[src/tcnf_map.vh]
/*
 * register offsets, field positions, reset values and mode codes of the
 * timer capture and noise filter subblock.
 * assumes: included by bare name from the design files of this block.
 */
`ifndef TCNF_MAP_VH
`define TCNF_MAP_VH

// register byte offsets on the 32-bit register bus
`define TCNF_OFF_CCA 8'h00
`define TCNF_OFF_CCB 8'h04
`define TCNF_OFF_CCC 8'h08
`define TCNF_OFF_CCD 8'h0c
`define TCNF_OFF_RDO 8'h10
`define TCNF_OFF_NCNT 8'h14
`define TCNF_OFF_NLIM 8'h18
`define TCNF_OFF_CTRL 8'h1c
`define TCNF_OFF_STAT 8'h20

// reset values
`define TCNF_RST_CCA 32'hffff_ff00
`define TCNF_RST_CCB 16'hffff
`define TCNF_RST_CCC 32'hffff_ff00
`define TCNF_RST_CCD 32'hffff_ff00
`define TCNF_RST_RDO 32'hffff_0000
`define TCNF_RST_NCNT 8'h00
`define TCNF_RST_NLIM 8'h00
`define TCNF_LOW_MASK 32'hffff_ff00

// control register fields
`define TCNF_CTRL_MODE_LSB 0
`define TCNF_CTRL_MODE_MSB 2
`define TCNF_CTRL_NCE 4
`define TCNF_CTRL_NCM 5
`define TCNF_CTRL_MEN 6

// status register fields
`define TCNF_STAT_ICF 0
`define TCNF_STAT_FILT 1
`define TCNF_STAT_BUSY 2

// operation modes
`define TCNF_MODE_EDGE 3'd0
`define TCNF_MODE_INTV 3'd1
`define TCNF_MODE_HIGH 3'd2
`define TCNF_MODE_LOW 3'd3
`define TCNF_MODE_PWM 3'd4
`define TCNF_MODE_ROT 3'd5
`define TCNF_MODE_UPDN 3'd6
`define TCNF_MODE_QUAD 3'd7

// axi responses
`define TCNF_RESP_OKAY 2'b00
`define TCNF_RESP_SLVERR 2'b10

`endif

[src/tcnf_capture.v]
/*
 * capture and compare register set of one timer subblock, with the noise
 * canceller on the first input, behind an axi4-lite slave.
 * assumes: counters and their upcount ticks come from the surrounding timer
 * on core_clk; the input pin is asynchronous; one clock, synchronous reset
 * (also driven by hardware standby entry).
 */
`timescale 1ns/1ps
`default_nettype none
`include "tcnf_map.vh"
module tcnf_capture #(
    parameter SUBBLOCK = 12, // subblock index; register d only on 12..15
    parameter NC_WIDTH = 8
) (
    input wire core_clk,
    input wire rst,
    // axi4-lite slave
    input wire [7:0] s_axi_awaddr,
    input wire s_axi_awvalid,
    output wire s_axi_awready,
    input wire [31:0] s_axi_wdata,
    input wire [3:0] s_axi_wstrb,
    input wire s_axi_wvalid,
    output wire s_axi_wready,
    output reg [1:0] s_axi_bresp,
    output reg s_axi_bvalid,
    input wire s_axi_bready,
    input wire [7:0] s_axi_araddr,
    input wire s_axi_arvalid,
    output wire s_axi_arready,
    output reg [31:0] s_axi_rdata,
    output reg [1:0] s_axi_rresp,
    output reg s_axi_rvalid,
    input wire s_axi_rready,
    // timer side
    input wire first_timer_input,
    input wire noise_tick,
    input wire [23:0] time_counter_a,
    input wire [15:0] edge_event_counter,
    input wire [23:0] time_counter_c,
    input wire tca_up_tick,
    input wire tcc_up_tick,
    input wire cap_a_strobe,
    input wire cap_b_strobe,
    input wire evb_match_b,
    input wire dma_readout_rd,
    output wire filtered_input,
    output reg input_capture_flag,
    output reg timer_master_enable
);
    // register state
    reg [23:0] cca_r; // register a, 24 significant bits
    reg [15:0] ccb_r;
    reg [23:0] ccc_r;
    reg [23:0] ccd_r;
    reg [31:0] rdo_r; // readout shadow, never read or written; the readout shows TCNF_RST_RDO until rdo_live_r is set
    reg rdo_live_r; // cleared readout shadow once any capture or any bus write runs
    reg [7:0] nlim_r;
    reg [2:0] mode_r;
    reg nce_r;
    reg ncm_r;
    reg ccc_pend_r; // capture c waits for the next counter c tick
    reg ccd_pend_r; // capture d waits for the next counter a tick
    reg pin_s1_r;
    reg pin_s2_r;
    reg filt_prev_r;
    reg [7:0] rd_addr_r;
    reg [7:0] aw_r;
    reg aw_full_r;
    reg [31:0] wd_r;
    reg [3:0] ws_r;
    reg wd_full_r;
    reg ar_take_r;
    wire [7:0] ncnt;
    wire nbusy;
    wire filt;
    wire has_d = (SUBBLOCK >= 12) && (SUBBLOCK <= 15);

    // two-flop synchroniser; only the second stage is read
    always @(posedge core_clk) begin
        if (rst) begin
            pin_s1_r <= 1'b0;
            pin_s2_r <= 1'b0;
        end else begin
            pin_s1_r <= first_timer_input;
            pin_s2_r <= pin_s1_r;
        end
    end

    // write channel: address and data latched in either order
    assign s_axi_awready = !aw_full_r && !s_axi_bvalid;
    assign s_axi_wready = !wd_full_r && !s_axi_bvalid;
    wire [7:0] wa = aw_full_r ? aw_r : s_axi_awaddr;
    wire [31:0] wdat = wd_full_r ? wd_r : s_axi_wdata;
    wire [3:0] wstb = wd_full_r ? ws_r : s_axi_wstrb;
    wire have_aw = aw_full_r || (s_axi_awvalid && s_axi_awready);
    wire have_w = wd_full_r || (s_axi_wvalid && s_axi_wready);
    wire wr_go = have_aw && have_w;
    wire wr_full = wstb == 4'hf;
    wire wr_known = (wa == `TCNF_OFF_CCA) || (wa == `TCNF_OFF_CCB) || (wa == `TCNF_OFF_CCC)
        || (wa == `TCNF_OFF_CCD && has_d) || (wa == `TCNF_OFF_RDO) || (wa == `TCNF_OFF_NCNT)
        || (wa == `TCNF_OFF_NLIM) || (wa == `TCNF_OFF_CTRL) || (wa == `TCNF_OFF_STAT);
    wire ncnt_wr = wr_go && (wa == `TCNF_OFF_NCNT) && wstb[0]; // byte write

    // filtered input for the edge logic
    assign filtered_input = filt;

    // noise canceller instance; master enable not connected to it
    tcnf_noise_filter #(
        .WIDTH(NC_WIDTH)
    ) u_nf (
        .core_clk(core_clk),
        .rst(rst),
        .pin_sync(pin_s2_r),
        .tick(noise_tick),
        .nce(nce_r),
        .mode_prec(ncm_r), // single shared mode bit
        .limit(nlim_r),
        .cnt_wr(ncnt_wr),
        .cnt_wdata(wdat[7:0]),
        .cnt_r(ncnt),
        .busy_r(nbusy),
        .filt_r(filt)
    );

    // edge of the filtered input, used as the rotation capture trigger
    wire filt_edge = filt != filt_prev_r;
    wire is_pwm = mode_r == `TCNF_MODE_PWM;
    wire is_rot = mode_r == `TCNF_MODE_ROT;
    wire trig_c = (is_pwm && evb_match_b) || (is_rot && filt_edge);
    wire do_c = (ccc_pend_r || trig_c) && tcc_up_tick && (is_pwm || is_rot);
    wire trig_d = has_d && is_rot && filt_edge;
    wire do_d = (ccd_pend_r || trig_d) && tca_up_tick && has_d && is_rot;
    wire cap_evt = cap_a_strobe || cap_b_strobe || do_c || do_d;
    localparam [31:0] RST_A = `TCNF_RST_CCA, RST_C = `TCNF_RST_CCC, RST_D = `TCNF_RST_CCD; // upper 24 bits kept

    // capture, compare and control registers
    always @(posedge core_clk) begin
        if (rst) begin
            cca_r <= RST_A[31:8];
            ccb_r <= `TCNF_RST_CCB;
            ccc_r <= RST_C[31:8];
            ccd_r <= RST_D[31:8];
            rdo_live_r <= 1'b0;
            nlim_r <= `TCNF_RST_NLIM;
            mode_r <= `TCNF_MODE_EDGE;
            nce_r <= 1'b0;
            ncm_r <= 1'b0;
            timer_master_enable <= 1'b0;
            ccc_pend_r <= 1'b0;
            ccd_pend_r <= 1'b0;
            filt_prev_r <= 1'b0;
            input_capture_flag <= 1'b0;
        end else begin
            filt_prev_r <= filt;
            // capture triggers wait for their counter tick
            if (do_c || !(is_pwm || is_rot)) begin
                ccc_pend_r <= 1'b0;
            end else if (trig_c) begin
                ccc_pend_r <= 1'b1;
            end
            if (do_d || !is_rot) begin
                ccd_pend_r <= 1'b0;
            end else if (trig_d) begin
                ccd_pend_r <= 1'b1;
            end
            // software writes need a full longword, except reg b (low two bytes) and byte registers
            if (wr_go && wr_full) begin
                case (wa)
                    `TCNF_OFF_CCA: cca_r <= wdat[31:8];
                    `TCNF_OFF_CCC: ccc_r <= wdat[31:8];
                    `TCNF_OFF_CCD: ccd_r <= wdat[31:8];
                    default: begin
                    end
                endcase
            end
            if (wr_go && (wa == `TCNF_OFF_CCB) && (wstb[1:0] == 2'b11)) begin
                ccb_r <= wdat[15:0];
            end
            if (wr_go && (wa == `TCNF_OFF_NLIM) && wstb[0]) begin
                nlim_r <= wdat[7:0];
            end
            if (wr_go && (wa == `TCNF_OFF_CTRL) && wstb[0]) begin
                mode_r <= wdat[`TCNF_CTRL_MODE_MSB:`TCNF_CTRL_MODE_LSB];
                nce_r <= wdat[`TCNF_CTRL_NCE];
                ncm_r <= wdat[`TCNF_CTRL_NCM];
                timer_master_enable <= wdat[`TCNF_CTRL_MEN];
            end
            // hardware captures override a same-cycle software write
            if (cap_a_strobe) begin
                cca_r <= time_counter_a;
            end
            if (cap_b_strobe) begin
                ccb_r <= edge_event_counter;
            end
            if (do_c) begin
                ccc_r <= time_counter_c;
            end
            if (do_d) begin
                ccd_r <= time_counter_c;
            end
            if (cap_evt || wr_go) begin
                rdo_live_r <= 1'b1;
            end
            // flag: capture sets, dma readout or software zero clears; set wins
            if (cap_evt) begin
                input_capture_flag <= 1'b1;
            end else if (dma_readout_rd) begin
                input_capture_flag <= 1'b0;
            end else if (wr_go && (wa == `TCNF_OFF_STAT) && wstb[0] && !wdat[`TCNF_STAT_ICF]) begin
                input_capture_flag <= 1'b0;
            end
        end
    end

    // readout source by mode; writes to it fall through unstored
    reg [31:0] rdo_val;
    always @* begin
        case (mode_r)
            `TCNF_MODE_EDGE, `TCNF_MODE_UPDN, `TCNF_MODE_QUAD: begin
                rdo_val = {ccb_r, 16'h0000};
            end
            `TCNF_MODE_ROT: begin
                rdo_val = {edge_event_counter, 16'h0000};
            end
            default: begin
                rdo_val = {cca_r, 8'h00};
            end
        endcase
        if (!rdo_live_r) begin
            rdo_val = `TCNF_RST_RDO;
        end
    end

    // write response: okay for mapped addresses, slverr otherwise
    always @(posedge core_clk) begin
        if (rst) begin
            aw_full_r <= 1'b0;
            wd_full_r <= 1'b0;
            aw_r <= 8'h00;
            wd_r <= 32'h0000_0000;
            ws_r <= 4'h0;
            s_axi_bvalid <= 1'b0;
            s_axi_bresp <= `TCNF_RESP_OKAY;
        end else begin
            if (s_axi_awvalid && s_axi_awready && !wr_go) begin
                aw_full_r <= 1'b1;
                aw_r <= s_axi_awaddr;
            end
            if (s_axi_wvalid && s_axi_wready && !wr_go) begin
                wd_full_r <= 1'b1;
                wd_r <= s_axi_wdata;
                ws_r <= s_axi_wstrb;
            end
            if (wr_go) begin
                aw_full_r <= 1'b0;
                wd_full_r <= 1'b0;
                s_axi_bvalid <= 1'b1;
                s_axi_bresp <= wr_known ? `TCNF_RESP_OKAY : `TCNF_RESP_SLVERR;
            end else if (s_axi_bready) begin
                s_axi_bvalid <= 1'b0;
            end
        end
    end

    // read channel: one read in flight, answered two cycles after acceptance
    assign s_axi_arready = !s_axi_rvalid && !ar_take_r;
    reg [31:0] rd_mux;
    reg rd_ok;
    always @* begin
        rd_ok = 1'b1;
        case (rd_addr_r)
            `TCNF_OFF_CCA: rd_mux = {cca_r, 8'h00};
            `TCNF_OFF_CCB: rd_mux = {16'h0000, ccb_r};
            `TCNF_OFF_CCC: rd_mux = {ccc_r, 8'h00};
            `TCNF_OFF_CCD: begin
                rd_mux = has_d ? {ccd_r, 8'h00} : 32'h0000_0000;
                rd_ok = has_d;
            end
            `TCNF_OFF_RDO: rd_mux = rdo_val;
            `TCNF_OFF_NCNT: rd_mux = {24'h00_0000, ncnt};
            `TCNF_OFF_NLIM: rd_mux = {24'h00_0000, nlim_r};
            `TCNF_OFF_CTRL: rd_mux = {25'h000_0000, timer_master_enable, ncm_r, nce_r, 1'b0, mode_r};
            `TCNF_OFF_STAT: rd_mux = {29'h0000_0000, nbusy, filt, input_capture_flag};
            default: begin
                rd_mux = 32'h0000_0000;
                rd_ok = 1'b0;
            end
        endcase
    end

    // read data registered from the mux
    always @(posedge core_clk) begin
        if (rst) begin
            ar_take_r <= 1'b0;
            rd_addr_r <= 8'h00;
            s_axi_rvalid <= 1'b0;
            s_axi_rdata <= 32'h0000_0000;
            s_axi_rresp <= `TCNF_RESP_OKAY;
        end else begin
            ar_take_r <= s_axi_arvalid && s_axi_arready;
            if (s_axi_arvalid && s_axi_arready) begin
                rd_addr_r <= s_axi_araddr;
            end
            if (ar_take_r) begin
                s_axi_rvalid <= 1'b1;
                s_axi_rdata <= rd_mux;
                s_axi_rresp <= rd_ok ? `TCNF_RESP_OKAY : `TCNF_RESP_SLVERR;
            end else if (s_axi_rready) begin
                s_axi_rvalid <= 1'b0;
            end
        end
    end
endmodule
`default_nettype wire

[src/tcnf_noise_filter.v]
/*
 * noise canceller for the first timer input: an 8-bit counter clocked by
 * prescaled ticks, subsequent-edge and preceding-edge cancel modes.
 * assumes: pin_sync is already synchronised to core_clk; tick is a
 * one-cycle pulse on core_clk; software counter writes come as a strobe.
 */
`timescale 1ns/1ps
`default_nettype none
module tcnf_noise_filter #(
    parameter WIDTH = 8
) (
    input wire core_clk,
    input wire rst,
    input wire pin_sync,
    input wire tick,
    input wire nce,
    input wire mode_prec,
    input wire [WIDTH-1:0] limit,
    input wire cnt_wr,
    input wire [WIDTH-1:0] cnt_wdata,
    output reg [WIDTH-1:0] cnt_r,
    output reg busy_r,
    output reg filt_r
);
    reg start_lvl_r; // level sampled when the run began
    reg prev_r; // last pin level, for change detection
    reg [WIDTH-1:0] cnt_nxt;
    reg busy_nxt;
    reg filt_nxt;
    wire change = pin_sync != prev_r;
    wire match = busy_r && (cnt_r == limit);

    // next state of the counter and filtered level
    always @* begin
        cnt_nxt = cnt_r;
        busy_nxt = busy_r;
        filt_nxt = filt_r;
        if (!busy_r) begin
            if (nce && change) begin
                busy_nxt = 1'b1;
                cnt_nxt = {WIDTH{1'b0}};
                // subsequent-edge passes the starting change at once
                if (!mode_prec) begin
                    filt_nxt = pin_sync;
                end
            end else if (!nce) begin
                filt_nxt = pin_sync; // filter bypassed, raw level passes
            end
        end else if (match) begin
            // stop and clear on the next clock after the match
            busy_nxt = 1'b0;
            cnt_nxt = {WIDTH{1'b0}};
            if (mode_prec) begin
                filt_nxt = start_lvl_r;
            end
        end else if (mode_prec && change) begin
            // early stop, output left unchanged
            busy_nxt = 1'b0;
            cnt_nxt = {WIDTH{1'b0}};
        end else if (tick) begin
            // nce is not looked at while busy, so clearing it continues
            cnt_nxt = cnt_r + {{(WIDTH-1){1'b0}}, 1'b1};
        end
        if (cnt_wr) begin
            cnt_nxt = cnt_wdata;
        end
    end

    // state registers
    always @(posedge core_clk) begin
        if (rst) begin
            cnt_r <= {WIDTH{1'b0}};
            busy_r <= 1'b0;
            filt_r <= 1'b0;
            prev_r <= 1'b0;
            start_lvl_r <= 1'b0;
        end else begin
            cnt_r <= cnt_nxt;
            busy_r <= busy_nxt;
            filt_r <= filt_nxt;
            prev_r <= pin_sync;
            if (!busy_r) begin
                start_lvl_r <= pin_sync;
            end
        end
    end
endmodule
`default_nettype wire

[config.mk]
export PLATFORM = sky130hd
export DESIGN_NAME = tcnf_capture
export DESIGN_NICKNAME = d
export VERILOG_FILES = /design/src/tcnf_capture.v /design/src/tcnf_noise_filter.v
export VERILOG_INCLUDE_DIRS = /design/src
export SDC_FILE = /design/constraint.sdc
export NUM_CORES = 1
export LEC_CHECK = 0
export BUFFER_PORTS_ARGS = -buffer_cell sky130_fd_sc_hd__buf_2
export CORE_MARGIN = 5
export CORE_UTILIZATION = 57
export CTS_BUF_LIST = sky130_fd_sc_hd__clkbuf_16
export DETAILED_ROUTE_END_ITERATION = 16
export PLACE_DENSITY = 0.79
export SYNTH_ARGS = -nofsm -noshare
export SYNTH_HDL_FRONTEND = slang
export SYNTH_SLANG_ARGS = --single-unit
export TNS_END_PERCENT = 100
[constraint.sdc]
create_clock -name core_clk -period 3 [get_ports core_clk]
set_input_delay 0.3 -clock core_clk [delete_from_list [all_inputs] [get_ports core_clk]]
set_output_delay 0.3 -clock core_clk [all_outputs]
set_load 0.01 [all_outputs]
### Word level (Yosys, flattened, before mapping)

Cells that the tools add are included.

| operators by class | value |
|---|---|
| add/sub/neg operators | 1 |
| equality and inequality tests | 30 |
| multiplexer cells | 43 |
| reduce and logical (&&, ||, !) cells | 83 |

Operators by type and width:

| kind | count |
|---|---|
| $pmux W32 S9 | 1 |
| $mux W24 | 9 |
| $eq A8 B5 Y1 const B | 8 |
| $mux W32 | 2 |
| $pmux W32 S2 | 1 |
| $mux W8 | 7 |
| $eq A8 B4 Y1 const B | 4 |
| $mux W16 | 2 |
| $logic_and A1 B1 Y1 | 30 |
| $logic_or A1 B1 Y1 | 20 |
| $mux W1 | 18 |
| $reduce_bool A2 Y1 | 9 |
| $eq A8 B3 Y1 const B | 2 |
| $eq A8 B6 Y1 const B | 2 |
| $logic_not A8 Y1 | 2 |
| $eq A3 B3 Y1 const B | 4 |
| $logic_not A1 Y1 | 9 |
| $reduce_or A9 Y1 | 1 |
| $add A8 B1 Y8 const B | 1 |
| $eq A8 B8 Y1 | 1 |
| $reduce_and A2 Y1 | 4 |
| $reduce_bool A3 Y1 | 2 |
| $reduce_or A2 Y1 | 3 |
| $ne A5 B5 Y1 const B | 1 |
| other kinds (11) | 14 |

| word-level totals | value |
|---|---|
| bits in registers | 214 |
| bits of input ports | 131 |

### Logic depth before layout (Yosys ltp)

| depth | value |
|---|---|
| word-level depth | 11 |
| mapped depth | 9 |
| mapped depth without buffers | 5 |

### Modules after synthesis

A second synthesis with hierarchy kept.

| second synthesis, totals | value |
|---|---|
| cell total of the unflattened synthesis | 1360 |
| area, all modules | 11705.0 um^2 |

Modules (own cells, without submodules):

| module | instances | cells an instance | area each (um^2) | seq. area each (um^2) |
|---|---|---|---|---|
| tcnf_capture | 1 | 1267 | 10787.8 | 4003.8 |
| tcnf_noise_filter | 1 | 93 | 917.1 | 240.2 |

### Least setup slack after synthesis

Ideal clock, no wire load.

| timing path | value |
|---|---|
| path kind | reg-to-reg |
| start | register aw_full_r |
| end | register ccd_r[10] |
| library setup time | 0.120 ns |
| data arrival time | 2.095 ns |
| data required time | 2.880 ns |
| path slack | 0.786 ns |
| cell stages (with the launch flop) | 8 |
| buffers on the path | 2 |
| period minus slack after synthesis | 2.214 ns |
| cells stage by stage | dfxtp_1 or4b_4 a211oi_2 nand4_2 and2_1 buf_2 buf_6 a211o_1 |

| on the way | value |
|---|---|
| cells in the longest elaborated chain, start to end | 8 |

Ends and longest elaborated chain:

| what | line | text |
|---|---|---|
| start, declared | tcnf_capture.v:69 | `reg aw_full_r;` |
| start signal, assigned | tcnf_capture.v:238 | `aw_full_r <= 1'b0;` |
| start signal, assigned | tcnf_capture.v:247 | `aw_full_r <= 1'b1;` |
| start signal, assigned | tcnf_capture.v:256 | `aw_full_r <= 1'b0;` |
| $logic_not A1 Y1 | tcnf_capture.v:91 | `assign s_axi_awready = !aw_full_r && !s_axi_bvalid;` |
| $logic_and A1 B1 Y1 | tcnf_capture.v:91 |  |
| $logic_and A1 B1 Y1 | tcnf_capture.v:96 | `wire have_aw = aw_full_r \|\| (s_axi_awvalid && s_axi_awready);` |
| $logic_or A1 B1 Y1 | tcnf_capture.v:96 |  |
| $logic_and A1 B1 Y1 | tcnf_capture.v:98 | `wire wr_go = have_aw && have_w;` |
| $logic_and A1 B1 Y1 | tcnf_capture.v:168 | `if (wr_go && wr_full) begin` |
| $reduce_bool A2 Y1 (no line) | n/a |  |
| $reduce_and A2 Y1 (no line) * | n/a |  |
| end signal, assigned | tcnf_capture.v:143 | `ccd_r <= RST_D[31:8];` |
| end signal, assigned | tcnf_capture.v:172 | `` `TCNF_OFF_CCD: ccd_r <= wdat[31:8]; `` |
| end signal, assigned | tcnf_capture.v:200 | `ccd_r <= time_counter_c;` |
| end, declared | tcnf_capture.v:55 | `reg [23:0] ccd_r;` |

Mark *: on every way between the ends. The rest lies on a longest branch, timed or not.
A chain may end at the register's enable or synchronous reset.

### Worst setup path after layout

| timing path | value |
|---|---|
| start | register aw_full_r |
| end | register ccd_r[5] |

Same word-level chain as after synthesis.

==> flow_summary.toml <==
[outcome]
status = "finished clean"

[routing]
wl_per_cell_um = 19.6
drc = 0
drt-pass1-iter-count = 5
dr.first_iter.drc_count = 920
avgViaCountPerCell = 6.20
via_count = 10092
antenna_left = 0
finalWirelength_um = 31900

[final_layout]
layout.area.seq_mm2 = 0.00425
multiInputGateArea_mm2 = 0.00568
final_area_mm2 = 0.0122
utilization_pct = 67.8
area_growth_pct = 16.4
fillCellCount = 1503
nNetsFinal = 1519
drive_gt1_share_pct = 20.4

[worst_setup_path]
cp-startpoint = "aw_full_r"
crit_fanout = 24
worstPathRequired_ns = 3.38
crit_family = "simple AND/OR/NAND/NOR gates"
ff2ff_path_depth = 5
cp-start-kind = "flop"
crit_type = "reg2reg"
worst_path_largest_cell_delay_ns = 0.53
end_kind = "flop"
arrival_ns = 3.05
ff2ff_setup_slack_ns = 0.33
timing.rr.end = "ccd_r[5]"
rr_startpoint = "aw_full_r"
crit_chain = "or4b_4 -> a211oi_2 -> nand4_2 -> and2_1 -> a211o_1"
cp.buffers_inverters = 0
critPathSlowestCell = "or4b_4"

[grt]
gr-total-overflow = 0
grt_max_degree = 132
antenna_found_initial = 0
grt_pass1_vias = 9552
grt_use_total_pct = 28.6
grt_pass1_wl_um = 50700

[sta]
slew_headroom_pct = 23.2
rsz0062_at_grt = "false"
hold_viol = 0
final-setup-viol-count = 0
max_freq_ghz = 0.375
tightest_slew_ns = 1.14
fin_skew_ns = 0.0117
final_max_slew_viol_count = 0
final.min_clock_period_ns = 2.67
fin_crit_sh_pct = 88.8
tns_ns = 0

[die]
die_w_um = 146
core_mm2 = 0.0180
dieArea_mm2 = 0.0212
pin_count = 175
die_h_um = 146
num_rows = 49
start_util_pct = 58.3

[synth]
synth_area_leaders = "dfxtp_1 40%, mux2i_1 6.6%, nand2_1 5.9%"
yosysWarnings = 0
yosysSeqAreaShare_pct = 40.4
yosysTopAreaCellShare_pct = 40.4
syn_avg_cell_area_um2 = 8.34
synth_top_cell_by_area = "dfxtp_1"
synth_cells = 1259
synth_edf_count = 0
yosys-top-cells-count = "212 x dfxtp_1, 164 x nand2_1, 122 x a21oi_1"
synth.most_common_cell = "dfxtp_1"
ys_seq_elements = 212
ys.flop_type = "dfxtp_1"
ys_async_sr_fraction_pct = 0
ys_types = 67
syn_area_mm2 = 0.0105

[clock_tree]
clock_latency_ns = 0.50
cts_max_path_buffers = 3
cts_made_buffers = 23
htreeDepth = 1
path_clk_slew_ns = 0.06
cts.sinks = 212
cts_tree = "built"
root_buffer = "clkbuf_16"
cts_setup_buffers = 0

[power]
ir_drop_mv = 0.536
p_leak_nw = 5.25
power_density_mw_per_mm2 = 536
finalPower_w = 0.00655

[place]
hpwlAfterDp_um = 22200
io_buffers = 172
place_area_mm2 = 0.0115
gp_congestion = 0.902

[flow_run]
drv_cap = 0

[hold_path]
hp-class = "in2reg"
hold_start = "time_counter_a[15]"
holdPathEnd = "cca_r[15]"
hold_depth = 3
-- worst min-delay path, cell delays in order --
cell	delay, ns
buf_2	0.07
a21oi_1	0.05
o221ai_1	0.06
-- how the worst max path moves through the flow --
stage	to	slack, ns	depth (start not counted)
6_report	ccd_r[5]	0.33	5
5_1_grt	ccd_r[9]	0.24	5
4_1_cts	ccd_r[5]	0.33	5
3_5_place_dp	ccd_r[5]	0.37	5
3_3_place_gp	ccd_r[1]	0.44	6
2_1_floorplan	ccd_r[10]	0.79	7
-- logic make-up (layout without fill, tap and decap cells) --
| family | count (synthesis) | after routing | share of synthesized area, % |
|---|---|---|---|
| mux | 108 | 108 | 10.8 |
| simple gates | 337 | 337 | 14.8 |
| buf+inv | 158 | 297 | 5.96 |
| flops | 212 | 212 | 40.4 |
| xor+xnor | 15 | 15 | 1.25 |
| fa+ha+maj | 1 | 1 | 0.119 |
| other cells | 1 | 3 | 0.0357 |
| compound gates | 427 | 427 | 26.7 |
-- sequential cells by signal, summed over array words and instances (netlist names), 8 cells and up --
name	cells
nlim_r	8
ccb_r	16
ccc_r	24
rd_addr_r	8
s_axi_rdata	32
ccd_r	24
u_nf.cnt_r	8
cca_r	24
aw_r	8
wd_r	32
-- timing repair --
action | CTS | global route
hold buffers | 2 | 0
endpoints found under the hold margin | 2 | 0
gates resized for setup | 0 | 0
-- power by group --
part / leakage, nW / internal (W) / switching [W]
clock: 0.341 / 0.00146 / 0.00110
combinational: 3.18 / 0.000383 / 0.000588
sequential: 1.73 / 0.00293 / 0.0000909
-- layer usage --
metal	vias to the layer above	wire length [um]	GRT usage, %
li1	4838	-	-
met1	4704	13800	41.2
met2	480	13700	42.7
met3	70	3280	6.32
met4	0	1060	9.33
met5	-	0	0
-- cells in the final DEF (no fill, tap or decap), types with 24 or more instances in the layout --
master    netlist  final
a211o_1        24     24
a21oi_1       122    122
a31oi_1        35     34
buf_2           8    171
buf_4           2     28
dfxtp_1       212    211
inv_1          55     61
mux2_2         39     39
mux2i_1        69     69
nand2_1       164    164
nor2_1         74     73
o21ai_0        91     91
o221ai_1       24     24
-- stage by stage --
step / setup WS [ns] / cells / hold slack, ns
CTS: 0.335 / 1628 / 0.00704
global route: 0.242 / 1628 / 0.0316
global placement: 0.439 / 1589 / 0.432
finish: 0.335 / 1629 / 0.0185
floorplan: 0.786 / 1260 / 0.379
detailed placement: 0.370 / 1589 / 0.438
-- cell type report --
type | count | share of cell area [%]
Clock inverter | 14 | 0.685
Multi-Input combinational cell | 890 | 46.4
Sequential cell | 212 | 34.7
Clock buffer | 23 | 4.71
Tap cell | 229 | 2.34
Antenna cell | 1 | 0.0205
Timing Repair Buffer | 204 | 9.37
Inverter | 56 | 1.72
No activity file was read; power rests on OpenSTA's default activity.
